$ cat config.mk
export PLATFORM = sky130hd
export DESIGN_NAME = special_register_map_slice
export DESIGN_NICKNAME = d
export VERILOG_FILES = /design/src/hdl/sfr_map_pkg.sv /design/src/hdl/special_register_map_slice.sv
export SDC_FILE = /design/constraint.sdc
export NUM_CORES = 1
export LEC_CHECK = 0
export BUFFER_PORTS_ARGS = -buffer_cell sky130_fd_sc_hd__buf_2
export CORE_MARGIN = 2
export CORE_UTILIZATION = 46
export DETAILED_ROUTE_END_ITERATION = 16
export PLACE_DENSITY = 0.69
export RECOVER_POWER = 50
export SYNTH_ARGS = -nofsm -noshare
export SYNTH_HDL_FRONTEND = slang
export SYNTH_SLANG_ARGS = --single-unit
$ cat constraint.sdc
create_clock -name pclk -period 3.7 [get_ports pclk]
set_input_delay 0.185 -clock pclk [delete_from_list [all_inputs] [get_ports pclk]]
set_output_delay 0.185 -clock pclk [all_outputs]
set_load 0.03 [all_outputs]
$ cat src/hdl/sfr_map_pkg.sv
// Package with offsets, reset values and the cell table of the special register map.
package sfr_map_pkg;

  // ---------------------------------------------------------------------------
  // Bus and index layout.
  // ---------------------------------------------------------------------------
  localparam int         ADDR_W = 12;
  localparam int         IDX_W  = 10;
  localparam logic [9:0] IDX_BANK1_BASE   = 10'h080;
  localparam logic [9:0] IDX_ALIAS_LAST   = 10'h004;
  localparam logic [9:0] IDX_ALIAS_HOLE   = 10'h001;
  localparam logic [9:0] IDX_UART_RX      = 10'h01A;
  localparam logic [9:0] IDX_CONV_HIGH    = 10'h01E;
  localparam logic [9:0] IDX_SLAVE_ADDR   = 10'h093;
  localparam logic [9:0] IDX_PORT_A       = 10'h102;
  localparam logic [9:0] IDX_PORT_B       = 10'h103;
  localparam logic [9:0] IDX_CHANGE_FLAG  = 10'h104;
  localparam logic [9:0] IDX_INT_STATUS   = 10'h105;

  // ---------------------------------------------------------------------------
  // Fields and reset values.
  // ---------------------------------------------------------------------------
  localparam logic [3:0] MODE_MASK_ACCESS = 4'h9;
  localparam int         MODE_LSB         = 0;
  localparam int         CHANGE_FLAG_BIT  = 0;
  localparam int         INT_W            = 2;
  localparam int         INT_PORT_CHANGE  = 0;
  localparam int         INT_WARM_RESET   = 1;
  localparam logic [7:0] ZERO_BYTE        = 8'h00;
  localparam logic [1:0] INT_STATUS_RESET = 2'h0;

  // ---------------------------------------------------------------------------
  // Storage cell table.
  // ---------------------------------------------------------------------------
  typedef struct packed {
    logic [9:0] idx;
    logic [7:0] por_val;
    logic [7:0] warm_val;
    logic [7:0] keep_mask;
    logic [7:0] wr_mask;
    logic [7:0] rd_mask;
  } cell_s;

  localparam int NUM_CELLS = 30;
  localparam int CELL_TIMER1_CONTROL = 0;
  localparam int CELL_SERIAL_CONTROL = 4;
  localparam int CELL_UART_TX        = 9;
  localparam int CELL_OPTION         = 14;
  localparam int CELL_PC_LOW         = 15;
  localparam int CELL_POINTER        = 17;
  localparam int CELL_DIR_A          = 18;
  localparam int CELL_DIR_B          = 19;
  localparam int CELL_SLAVE_ADDR     = 23;
  localparam int CELL_ADDR_MASK      = 24;
  localparam int CELL_ANALOG_LOW     = 25;
  localparam int CELL_ANALOG_HIGH    = 26;
  localparam int CELL_PORT_A         = 27;
  localparam int CELL_PORT_B         = 28;
  localparam int CELL_INT_MASK       = 29;

  //                                 idx      por    warm   keep   wr     rd
  localparam cell_s CELL_MAP [NUM_CELLS] = '{
    '{10'h010, 8'h00, 8'h00, 8'hFF, 8'hFF, 8'hFF},  // Timer1 control, kept on warm reset.
    '{10'h011, 8'h00, 8'h00, 8'h00, 8'hFF, 8'hFF},  // Timer2 count.
    '{10'h012, 8'h00, 8'h00, 8'h00, 8'h7F, 8'h7F},  // Timer2 control.
    '{10'h013, 8'h00, 8'h00, 8'hFF, 8'hFF, 8'hFF},  // Serial port buffer.
    '{10'h014, 8'h00, 8'h00, 8'h00, 8'hFF, 8'hFF},  // Serial port control.
    '{10'h015, 8'h00, 8'h00, 8'hFF, 8'hFF, 8'hFF},  // Capture/compare 1 low.
    '{10'h016, 8'h00, 8'h00, 8'hFF, 8'hFF, 8'hFF},  // Capture/compare 1 high.
    '{10'h017, 8'h00, 8'h00, 8'h00, 8'hFF, 8'hFF},  // Capture/compare 1 control.
    '{10'h018, 8'h00, 8'h00, 8'h00, 8'hFF, 8'hFF},  // Receiver status and control.
    '{10'h019, 8'h00, 8'h00, 8'h00, 8'hFF, 8'h00},  // Transmit data, write only.
    '{10'h01B, 8'h00, 8'h00, 8'hFF, 8'hFF, 8'hFF},  // Capture/compare 2 low.
    '{10'h01C, 8'h00, 8'h00, 8'hFF, 8'hFF, 8'hFF},  // Capture/compare 2 high.
    '{10'h01D, 8'h00, 8'h00, 8'h00, 8'h3F, 8'h3F},  // Capture/compare 2 control.
    '{10'h01F, 8'h00, 8'h00, 8'h00, 8'hFF, 8'hFF},  // Converter control 0.
    '{10'h081, 8'hFF, 8'hFF, 8'h00, 8'hFF, 8'hFF},  // Option settings.
    '{10'h082, 8'h00, 8'h00, 8'h00, 8'hFF, 8'hFF},  // Program counter low, cleared by all resets.
    '{10'h083, 8'h18, 8'h00, 8'h1F, 8'hE7, 8'hFF},  // CPU flags.
    '{10'h084, 8'h00, 8'h00, 8'hFF, 8'hFF, 8'hFF},  // Indirect pointer.
    '{10'h085, 8'hFF, 8'hFF, 8'h00, 8'hFF, 8'hFF},  // Port A direction.
    '{10'h086, 8'hFF, 8'hFF, 8'h00, 8'hFF, 8'hFF},  // Port B direction.
    '{10'h087, 8'hFF, 8'hFF, 8'h00, 8'hFF, 8'hFF},  // Port C direction.
    '{10'h088, 8'hFF, 8'hFF, 8'h00, 8'hFF, 8'hFF},  // Port D direction.
    '{10'h089, 8'h0F, 8'h0F, 8'h00, 8'h0F, 8'h0F},  // Port E direction.
    '{10'h093, 8'h00, 8'h00, 8'h00, 8'hFF, 8'hFF},  // Serial slave address.
    '{10'h093, 8'hFF, 8'hFF, 8'h00, 8'hFF, 8'hFF},  // Serial address mask.
    '{10'h100, 8'hFF, 8'hFF, 8'h00, 8'hFF, 8'hFF},  // Analog select low, all analog after reset.
    '{10'h101, 8'hFF, 8'hFF, 8'h00, 8'hFF, 8'hFF},  // Analog select high, all analog after reset.
    '{10'h102, 8'h00, 8'h00, 8'hFF, 8'hFF, 8'h00},  // Port A latch, kept on warm reset.
    '{10'h103, 8'h00, 8'h00, 8'hFF, 8'hFF, 8'h00},  // Port B latch, kept on warm reset.
    '{10'h106, 8'h00, 8'h00, 8'h00, 8'h03, 8'h03}   // Interrupt mask.
  };

endpackage : sfr_map_pkg

$ cat src/hdl/special_register_map_slice.sv
// Special register map slice with its APB slave, reset handling and port change logic.
//
// The APB interface to the registers was decided locally.
`timescale 1ns/100ps
`default_nettype none

// -----------------------------------------------------------------------------
// Storage cell with power, brown-out and warm reset behaviour.
// -----------------------------------------------------------------------------
module sfr_cell #(
  parameter logic [7:0] POR_VAL   = 8'h00,
  parameter logic [7:0] WARM_VAL  = 8'h00,
  parameter logic [7:0] KEEP_MASK = 8'h00,
  parameter logic [7:0] WR_MASK   = 8'hFF
) (
  input  wire logic       pclk,
  input  wire logic       presetn,
  input  wire logic       por_sync,
  input  wire logic       warm_rst,
  input  wire logic       wr_en,
  input  wire logic [7:0] wdata,
  output logic      [7:0] q
);

  logic [7:0] value_ff;
  logic [7:0] nxt_value;

  assign nxt_value = por_sync ? POR_VAL :
                     warm_rst ? ((value_ff & KEEP_MASK) | (WARM_VAL & ~KEEP_MASK)) :
                     wr_en    ? ((value_ff & ~WR_MASK) | (wdata & WR_MASK)) :
                                value_ff;
  assign q = value_ff;

  always_ff @(posedge pclk or negedge presetn) begin
    if (!presetn) begin
      value_ff <= POR_VAL;
    end else begin
      value_ff <= nxt_value;
    end
  end

endmodule : sfr_cell

// -----------------------------------------------------------------------------
// Top of the register map.
// -----------------------------------------------------------------------------
module special_register_map_slice (
  input  wire logic                             pclk,
  input  wire logic                             presetn,
  input  wire logic                             psel,
  input  wire logic                             penable,
  input  wire logic                             pwrite,
  input  wire logic [sfr_map_pkg::ADDR_W-1:0]   paddr,
  input  wire logic [31:0]                      pwdata,
  output logic      [31:0]                      prdata,
  output logic                                  pready,
  input  wire logic                             brown_out_reset,
  input  wire logic                             external_clear_reset,
  input  wire logic                             watchdog_timeout_reset,
  input  wire logic [7:0]                       pin_a,
  input  wire logic [7:0]                       pin_b,
  input  wire logic [7:0]                       uart_rx_data,
  input  wire logic [7:0]                       converter_result,
  output logic      [7:0]                       port_a_out,
  output logic      [7:0]                       port_b_out,
  output logic      [7:0]                       port_a_dir,
  output logic      [7:0]                       port_b_dir,
  output logic      [7:0]                       timer1_control,
  output logic      [7:0]                       uart_tx_data,
  output logic      [7:0]                       option_settings,
  output logic      [7:0]                       program_counter_low,
  output logic      [7:0]                       indirect_pointer,
  output logic      [7:0]                       serial_slave_address_reg,
  output logic      [7:0]                       serial_address_mask_reg,
  output logic                                  port_b_change_flag,
  output logic                                  irq
);
  import sfr_map_pkg::*;

  // ---------------------------------------------------------------------------
  // Address decode.
  // ---------------------------------------------------------------------------
  function automatic logic idx_hit(input logic [IDX_W-1:0] a, input logic [IDX_W-1:0] b);
    idx_hit = (a == b);
  endfunction : idx_hit

  logic             pready_ff;
  logic [7:0]       prdata_ff;
  logic [7:0]       snapshot_ff;
  logic             change_ff;
  logic [INT_W-1:0] int_status_ff;
  logic             irq_ff;
  logic [7:0]       cell_q [NUM_CELLS];
  logic [7:0]       rd_term [NUM_CELLS];
  logic [7:0]       rd_cells;

  wire logic [IDX_W-1:0] raw_idx    = paddr[ADDR_W-1:2];
  wire logic             alias_low  = (raw_idx <= IDX_ALIAS_LAST) && (raw_idx != IDX_ALIAS_HOLE);
  wire logic [IDX_W-1:0] eff_idx    = alias_low ? (raw_idx | IDX_BANK1_BASE) : raw_idx;
  wire logic             access_ph  = psel & penable;
  wire logic             taken      = access_ph & pready_ff;
  wire logic             wr_taken   = taken & pwrite;
  wire logic             rd_taken   = taken & ~pwrite;
  wire logic [7:0]       wbyte      = pwdata[7:0];
  wire logic             warm_rst   = external_clear_reset | watchdog_timeout_reset;
  wire logic             any_sync   = brown_out_reset | warm_rst;
  wire logic [3:0]       port_mode  = cell_q[CELL_SERIAL_CONTROL][MODE_LSB+3:MODE_LSB];
  wire logic             mask_mode  = (port_mode == MODE_MASK_ACCESS);

  wire logic sel_rx      = idx_hit(eff_idx, IDX_UART_RX);
  wire logic sel_conv    = idx_hit(eff_idx, IDX_CONV_HIGH);
  wire logic sel_port_a  = idx_hit(eff_idx, IDX_PORT_A);
  wire logic sel_port_b  = idx_hit(eff_idx, IDX_PORT_B);
  wire logic sel_change  = idx_hit(eff_idx, IDX_CHANGE_FLAG);
  wire logic sel_status  = idx_hit(eff_idx, IDX_INT_STATUS);

  // ---------------------------------------------------------------------------
  // Storage cells.
  // ---------------------------------------------------------------------------
  genvar g;
  generate
    for (g = 0; g < NUM_CELLS; g++) begin : gen_cell
      logic gate;
      logic hit;
      if (g == CELL_SLAVE_ADDR) begin : gen_addr
        assign gate = ~mask_mode;
      end else if (g == CELL_ADDR_MASK) begin : gen_mask
        assign gate = mask_mode;
      end else begin : gen_plain
        assign gate = 1'b1;
      end
      assign hit        = gate & idx_hit(eff_idx, CELL_MAP[g].idx);
      assign rd_term[g] = hit ? (cell_q[g] & CELL_MAP[g].rd_mask) : ZERO_BYTE;
      sfr_cell #(
        .POR_VAL   (CELL_MAP[g].por_val),
        .WARM_VAL  (CELL_MAP[g].warm_val),
        .KEEP_MASK (CELL_MAP[g].keep_mask),
        .WR_MASK   (CELL_MAP[g].wr_mask)
      ) u_cell (
        .pclk     (pclk),
        .presetn  (presetn),
        .por_sync (brown_out_reset),
        .warm_rst (warm_rst),
        .wr_en    (wr_taken & hit),
        .wdata    (wbyte),
        .q        (cell_q[g])
      );
    end
  endgenerate

  // ---------------------------------------------------------------------------
  // Read data selection.
  // ---------------------------------------------------------------------------
  always_comb begin
    rd_cells = ZERO_BYTE;
    for (int i = 0; i < NUM_CELLS; i++) begin
      rd_cells = rd_cells | rd_term[i];
    end
  end

  wire logic [7:0] pin_a_read = pin_a & ~cell_q[CELL_ANALOG_LOW];
  wire logic [7:0] pin_b_read = pin_b & ~cell_q[CELL_ANALOG_HIGH];
  wire logic [7:0] rd_value   = rd_cells
                              | ({8{sel_rx}}     & uart_rx_data)
                              | ({8{sel_conv}}   & converter_result)
                              | ({8{sel_port_a}} & pin_a_read)
                              | ({8{sel_port_b}} & pin_b_read)
                              | ({8{sel_change}} & {7'h00, change_ff})
                              | ({8{sel_status}} & {6'h00, int_status_ff});

  // ---------------------------------------------------------------------------
  // Port B change flag and interrupt status.
  // ---------------------------------------------------------------------------
  wire logic       mismatch     = (pin_b_read != snapshot_ff);
  wire logic       change_clear = wr_taken & sel_change & ~wbyte[CHANGE_FLAG_BIT];
  wire logic       nxt_change   = any_sync ? 1'b0 :
                                  mismatch ? 1'b1 :
                                  change_clear ? 1'b0 : change_ff;
  // Snapshot and read-clear use the byte actually returned, so a change during the wait state is not lost.
  wire logic [7:0] nxt_snapshot = (rd_taken & sel_port_b) ? prdata_ff : snapshot_ff;

  wire logic [INT_W-1:0] int_events;
  assign int_events[INT_PORT_CHANGE] = nxt_change & ~change_ff;
  assign int_events[INT_WARM_RESET]  = warm_rst;

  wire logic             status_rdclr   = rd_taken & sel_status;
  wire logic [INT_W-1:0] int_kept       = status_rdclr ? (int_status_ff & ~prdata_ff[INT_W-1:0]) : int_status_ff;
  wire logic [INT_W-1:0] nxt_int_status = brown_out_reset ? INT_STATUS_RESET : (int_kept | int_events);
  wire logic [INT_W-1:0] int_mask_bits  = cell_q[CELL_INT_MASK][INT_W-1:0];
  wire logic             nxt_irq        = |(nxt_int_status & int_mask_bits);

  // ---------------------------------------------------------------------------
  // APB handshake.
  // ---------------------------------------------------------------------------
  wire logic       nxt_pready = access_ph & ~pready_ff;
  wire logic [7:0] nxt_prdata = (access_ph & ~pready_ff & ~pwrite) ? rd_value : prdata_ff;

  always_ff @(posedge pclk or negedge presetn) begin
    if (!presetn) begin
      pready_ff <= 1'b0;
      prdata_ff <= ZERO_BYTE;
    end else begin
      pready_ff <= nxt_pready;
      prdata_ff <= nxt_prdata;
    end
  end

  always_ff @(posedge pclk or negedge presetn) begin
    if (!presetn) begin
      snapshot_ff   <= ZERO_BYTE;
      change_ff     <= 1'b0;
      int_status_ff <= INT_STATUS_RESET;
      irq_ff        <= 1'b0;
    end else begin
      snapshot_ff   <= nxt_snapshot;
      change_ff     <= nxt_change;
      int_status_ff <= nxt_int_status;
      irq_ff        <= nxt_irq;
    end
  end

  // ---------------------------------------------------------------------------
  // Outputs.
  // ---------------------------------------------------------------------------
  assign prdata                   = {24'h000000, prdata_ff};
  assign pready                   = pready_ff;
  assign port_a_out               = cell_q[CELL_PORT_A];
  assign port_b_out               = cell_q[CELL_PORT_B];
  assign port_a_dir               = cell_q[CELL_DIR_A];
  assign port_b_dir               = cell_q[CELL_DIR_B];
  assign timer1_control           = cell_q[CELL_TIMER1_CONTROL];
  assign uart_tx_data             = cell_q[CELL_UART_TX];
  assign option_settings          = cell_q[CELL_OPTION];
  assign program_counter_low      = cell_q[CELL_PC_LOW];
  assign indirect_pointer         = cell_q[CELL_POINTER];
  assign serial_slave_address_reg = cell_q[CELL_SLAVE_ADDR];
  assign serial_address_mask_reg  = cell_q[CELL_ADDR_MASK];
  assign port_b_change_flag       = change_ff;
  assign irq                      = irq_ff;

endmodule : special_register_map_slice

`default_nettype wire

==> flow_metrics.tcl <==
set metrics [dict create \
    drive_above_1_share 0.208 \
    die_w_um 176 \
    post_synth_fa_ha_maj_area_fraction 0 \
    netlist_instances 1456 \
    clock-sinks 247 \
    whs_ns 0.0383 \
    min_period_over_period 0.716 \
    setup_viol 0 \
    hold_path_class "input port to register" \
    ir_drop_v 0.000300 \
    cts_tree "yes" \
    dpl_cell_area_um2 13900 \
    grt_max_degree 103 \
    clock_skew_ns 0.0262 \
    synth_xor_area_frac 0.00515 \
    drc 0 \
    cts_resized 0 \
    multiInputGateArea_um2 6080 \
    yosysTopAreaCell "dfrtp_1" \
    fin_area_um2 14800 \
    power.density_nw_per_um2 410 \
    grt_pass1_vias 11000 \
    synth-compound-area-share 0.101 \
    area_growth_pct 8.92 \
    wl_mm 46.6 \
    cts_buffers 28 \
    syn_avg_cell_area_um2 9.35 \
    placeableCoreArea_um2 28900 \
    netlist.area_leader.share 0.327 \
    synth-edff-count 0 \
    synth_top_family_by_area "simple AND/OR/NAND/NOR gates" \
    hold_violations 0 \
    yosysMostFrequentCell "nand2_1" \
    grt_use_total 0.300 \
    final_cells 1890 \
    synthMuxAreaShare 0.122 \
    htree_levels 1 \
    violations "capacitance limit, slew limit" \
    ys_async_sr_fraction 1.00 \
    path_max_fanout 4 \
    synth_common_cells "nand2_1 (291), dfrtp_1 (178), mux2i_1 (123)" \
    critPathKind "register to register" \
    yosys_register_bits 247 \
    synth_cell_types 71 \
    drv_slew 180 \
    die_area_um2 31000 \
    start_util 0.471 \
    slowest_stage "nor4bb_2" \
    dpl_worst_slack_ns 1.00 \
    postCtsSetupBuffers 0 \
    fin_nets 1568 \
    worstPathCellList "nor4bb_2 -> mux2_2 -> a22oi_1 -> nand4_1 -> o32a_1" \
    portBuffers 156 \
    required_ns 4.14 \
    seq_area_frac_synth 0.460 \
    fin_crit_ns 2.65 \
    maxCapViolations 2 \
    synthTopCellsByArea "dfrtp_1 (33%), dfstp_2 (13%), mux2i_1 (9.0%)" \
    cts.clk_slew.worst_paths_ns 0.06 \
    cts_root_buffer "clkbuf_16" \
    tightest_slew_ns 2.71 \
    yosys.area_share.simple 0.211 \
    drt-vias-per-instance 5.98 \
    die_height_um 176 \
    tns_ns 0 \
    grt_pass1_wl_mm 69.7 \
    critPathCaptureType "register" \
    antenna_left 0 \
    yosys_warnings 0 \
    vias 11300 \
    ios 207 \
    antenna_found_initial 0 \
    fmax_ghz 0.378 \
    cpPeakStageDelay_ns 0.72 \
    rsz0062_at_grt "false" \
    ys.flop_type "dfrtp_1" \
    outcome "finished, violations left" \
    gp_congestion 0.961 \
    slew_headroom -0.809 \
    dp_hpwl_mm 31.4 \
    clock_latency_ns 0.56 \
    clockBufferDepth 3 \
    regArea_um2 6270 \
    grt_overflow_total 0 \
    antenna_cells 0 \
    total_leakage_power_nw 6.26 \
    wl_per_cell_um 24.7 \
    placedCellCount 1835 \
    cp.arrival_ns 3.09 \
    netlist_area_um2 13600 \
    fillerInstances 2727 \
    rows 62 \
    drtIter0Drc 1034 \
    setup_ws_ns 1.05 \
    detail_route.first_pass.iterations 5 \
    start_kind "register" \
]
-- sequential cells by signal, indices dropped and copies added (netlist names) --
register,flops
gen_cell.u_cell.q,226
int_status_ff,2
irq,1
port_b_change_flag,1
prdata_ff,8
pready,1
snapshot_ff,8
-- worst paths after layout --
kind,slack [ns],cells past startpoint,startpoint,to
max,1.05,5,gen_cell[4].u_cell.q[1],prdata_ff[3]
min,0.04,3,external_clear_reset,int_status_ff[1]
max reg2reg,1.05,5,gen_cell[4].u_cell.q[1],prdata_ff[3]
min in group asynchronous,1.02,2,presetn,gen_cell[23].u_cell.q[7]
min reg2reg,0.49,2,gen_cell[21].u_cell.q[7],gen_cell[21].u_cell.q[7]
max in group asynchronous,1.09,2,presetn,gen_cell[5].u_cell.q[4]
-- cell families (layout without fill, tap and decap cells) --
kind of cell / Yosys count / after routing
buffers and inverters: 225 / 252
xor gates and xnor gates: 8 / 8
DFF: 247 / 247
other: 1 / 24
muxes: 153 / 153
and+or+nand+nor: 608 / 608
AOI/OAI and AO/OA: 214 / 214
-- report_power, final --
part,internal (W),switching [W],total [W],leakage (nW)
Sequential,0.00272,0.0000270,0.00275,3.19
Clock,0.00170,0.00114,0.00284,0.453
Combinational,0.000113,0.000379,0.000492,2.61
Total,0.00454,0.00155,0.00609,6.26
-- cell usage in the layout, fill, tap and decap left out, types with 22 or more instances in the layout --
master	n
nand3_1	97
mux2i_1	123
buf_2	107
buf_4	31
dfstp_2	69
dfrtp_1	178
nand2_1	291
clkbuf_16	30
mux2_2	22
nor2_1	110
conb_1	24
clkbuf_1	60
a21oi_1	101
-- worst max-delay path: cells and delay by family (launching register included) --
| family | cells | cell delay, ns |
|---|---|---|
| flops | 1 | 0.40 |
| simple gates | 2 | 0.91 |
| compound gates | 2 | 0.80 |
| mux | 1 | 0.44 |
-- what timing repair did --
action / CTS / global route
endpoints found under the setup margin: 0 / 0
endpoints found under the hold margin: 58 / 0
hold buffers: 3 / 0
-- metrics by stage --
stage                     total power, W  utilization
after floorplan                  0.00307            -
after global placement           0.00327        0.482
after detailed placement         0.00328        0.482
after CTS                        0.00611        0.515
after global routing             0.00626        0.513
final                            0.00609        0.513
-- routing by layer --
| layer | share of wire | wire length, µm | track usage |
|---|---|---|---|
| met2 | 0.46 | 21700 | 0.469 |
| met3 | 0.086 | 4000 | 0.0584 |
| met5 | 0 | 0 | 0 |
| met4 | 0.043 | 1990 | 0.118 |
| met1 | 0.41 | 19000 | 0.411 |
-- cell type report --
class | count | area share
clock inverters | 6 | 0.00557
multi-input cells | 1007 | 0.410
well taps | 384 | 0.0324
repair buffers | 194 | 0.0707
flip-flops and latches | 247 | 0.423
inverters | 6 | 0.00152
clock buffers | 46 | 0.0574
No activity file was read; power rests on OpenSTA's default activity.
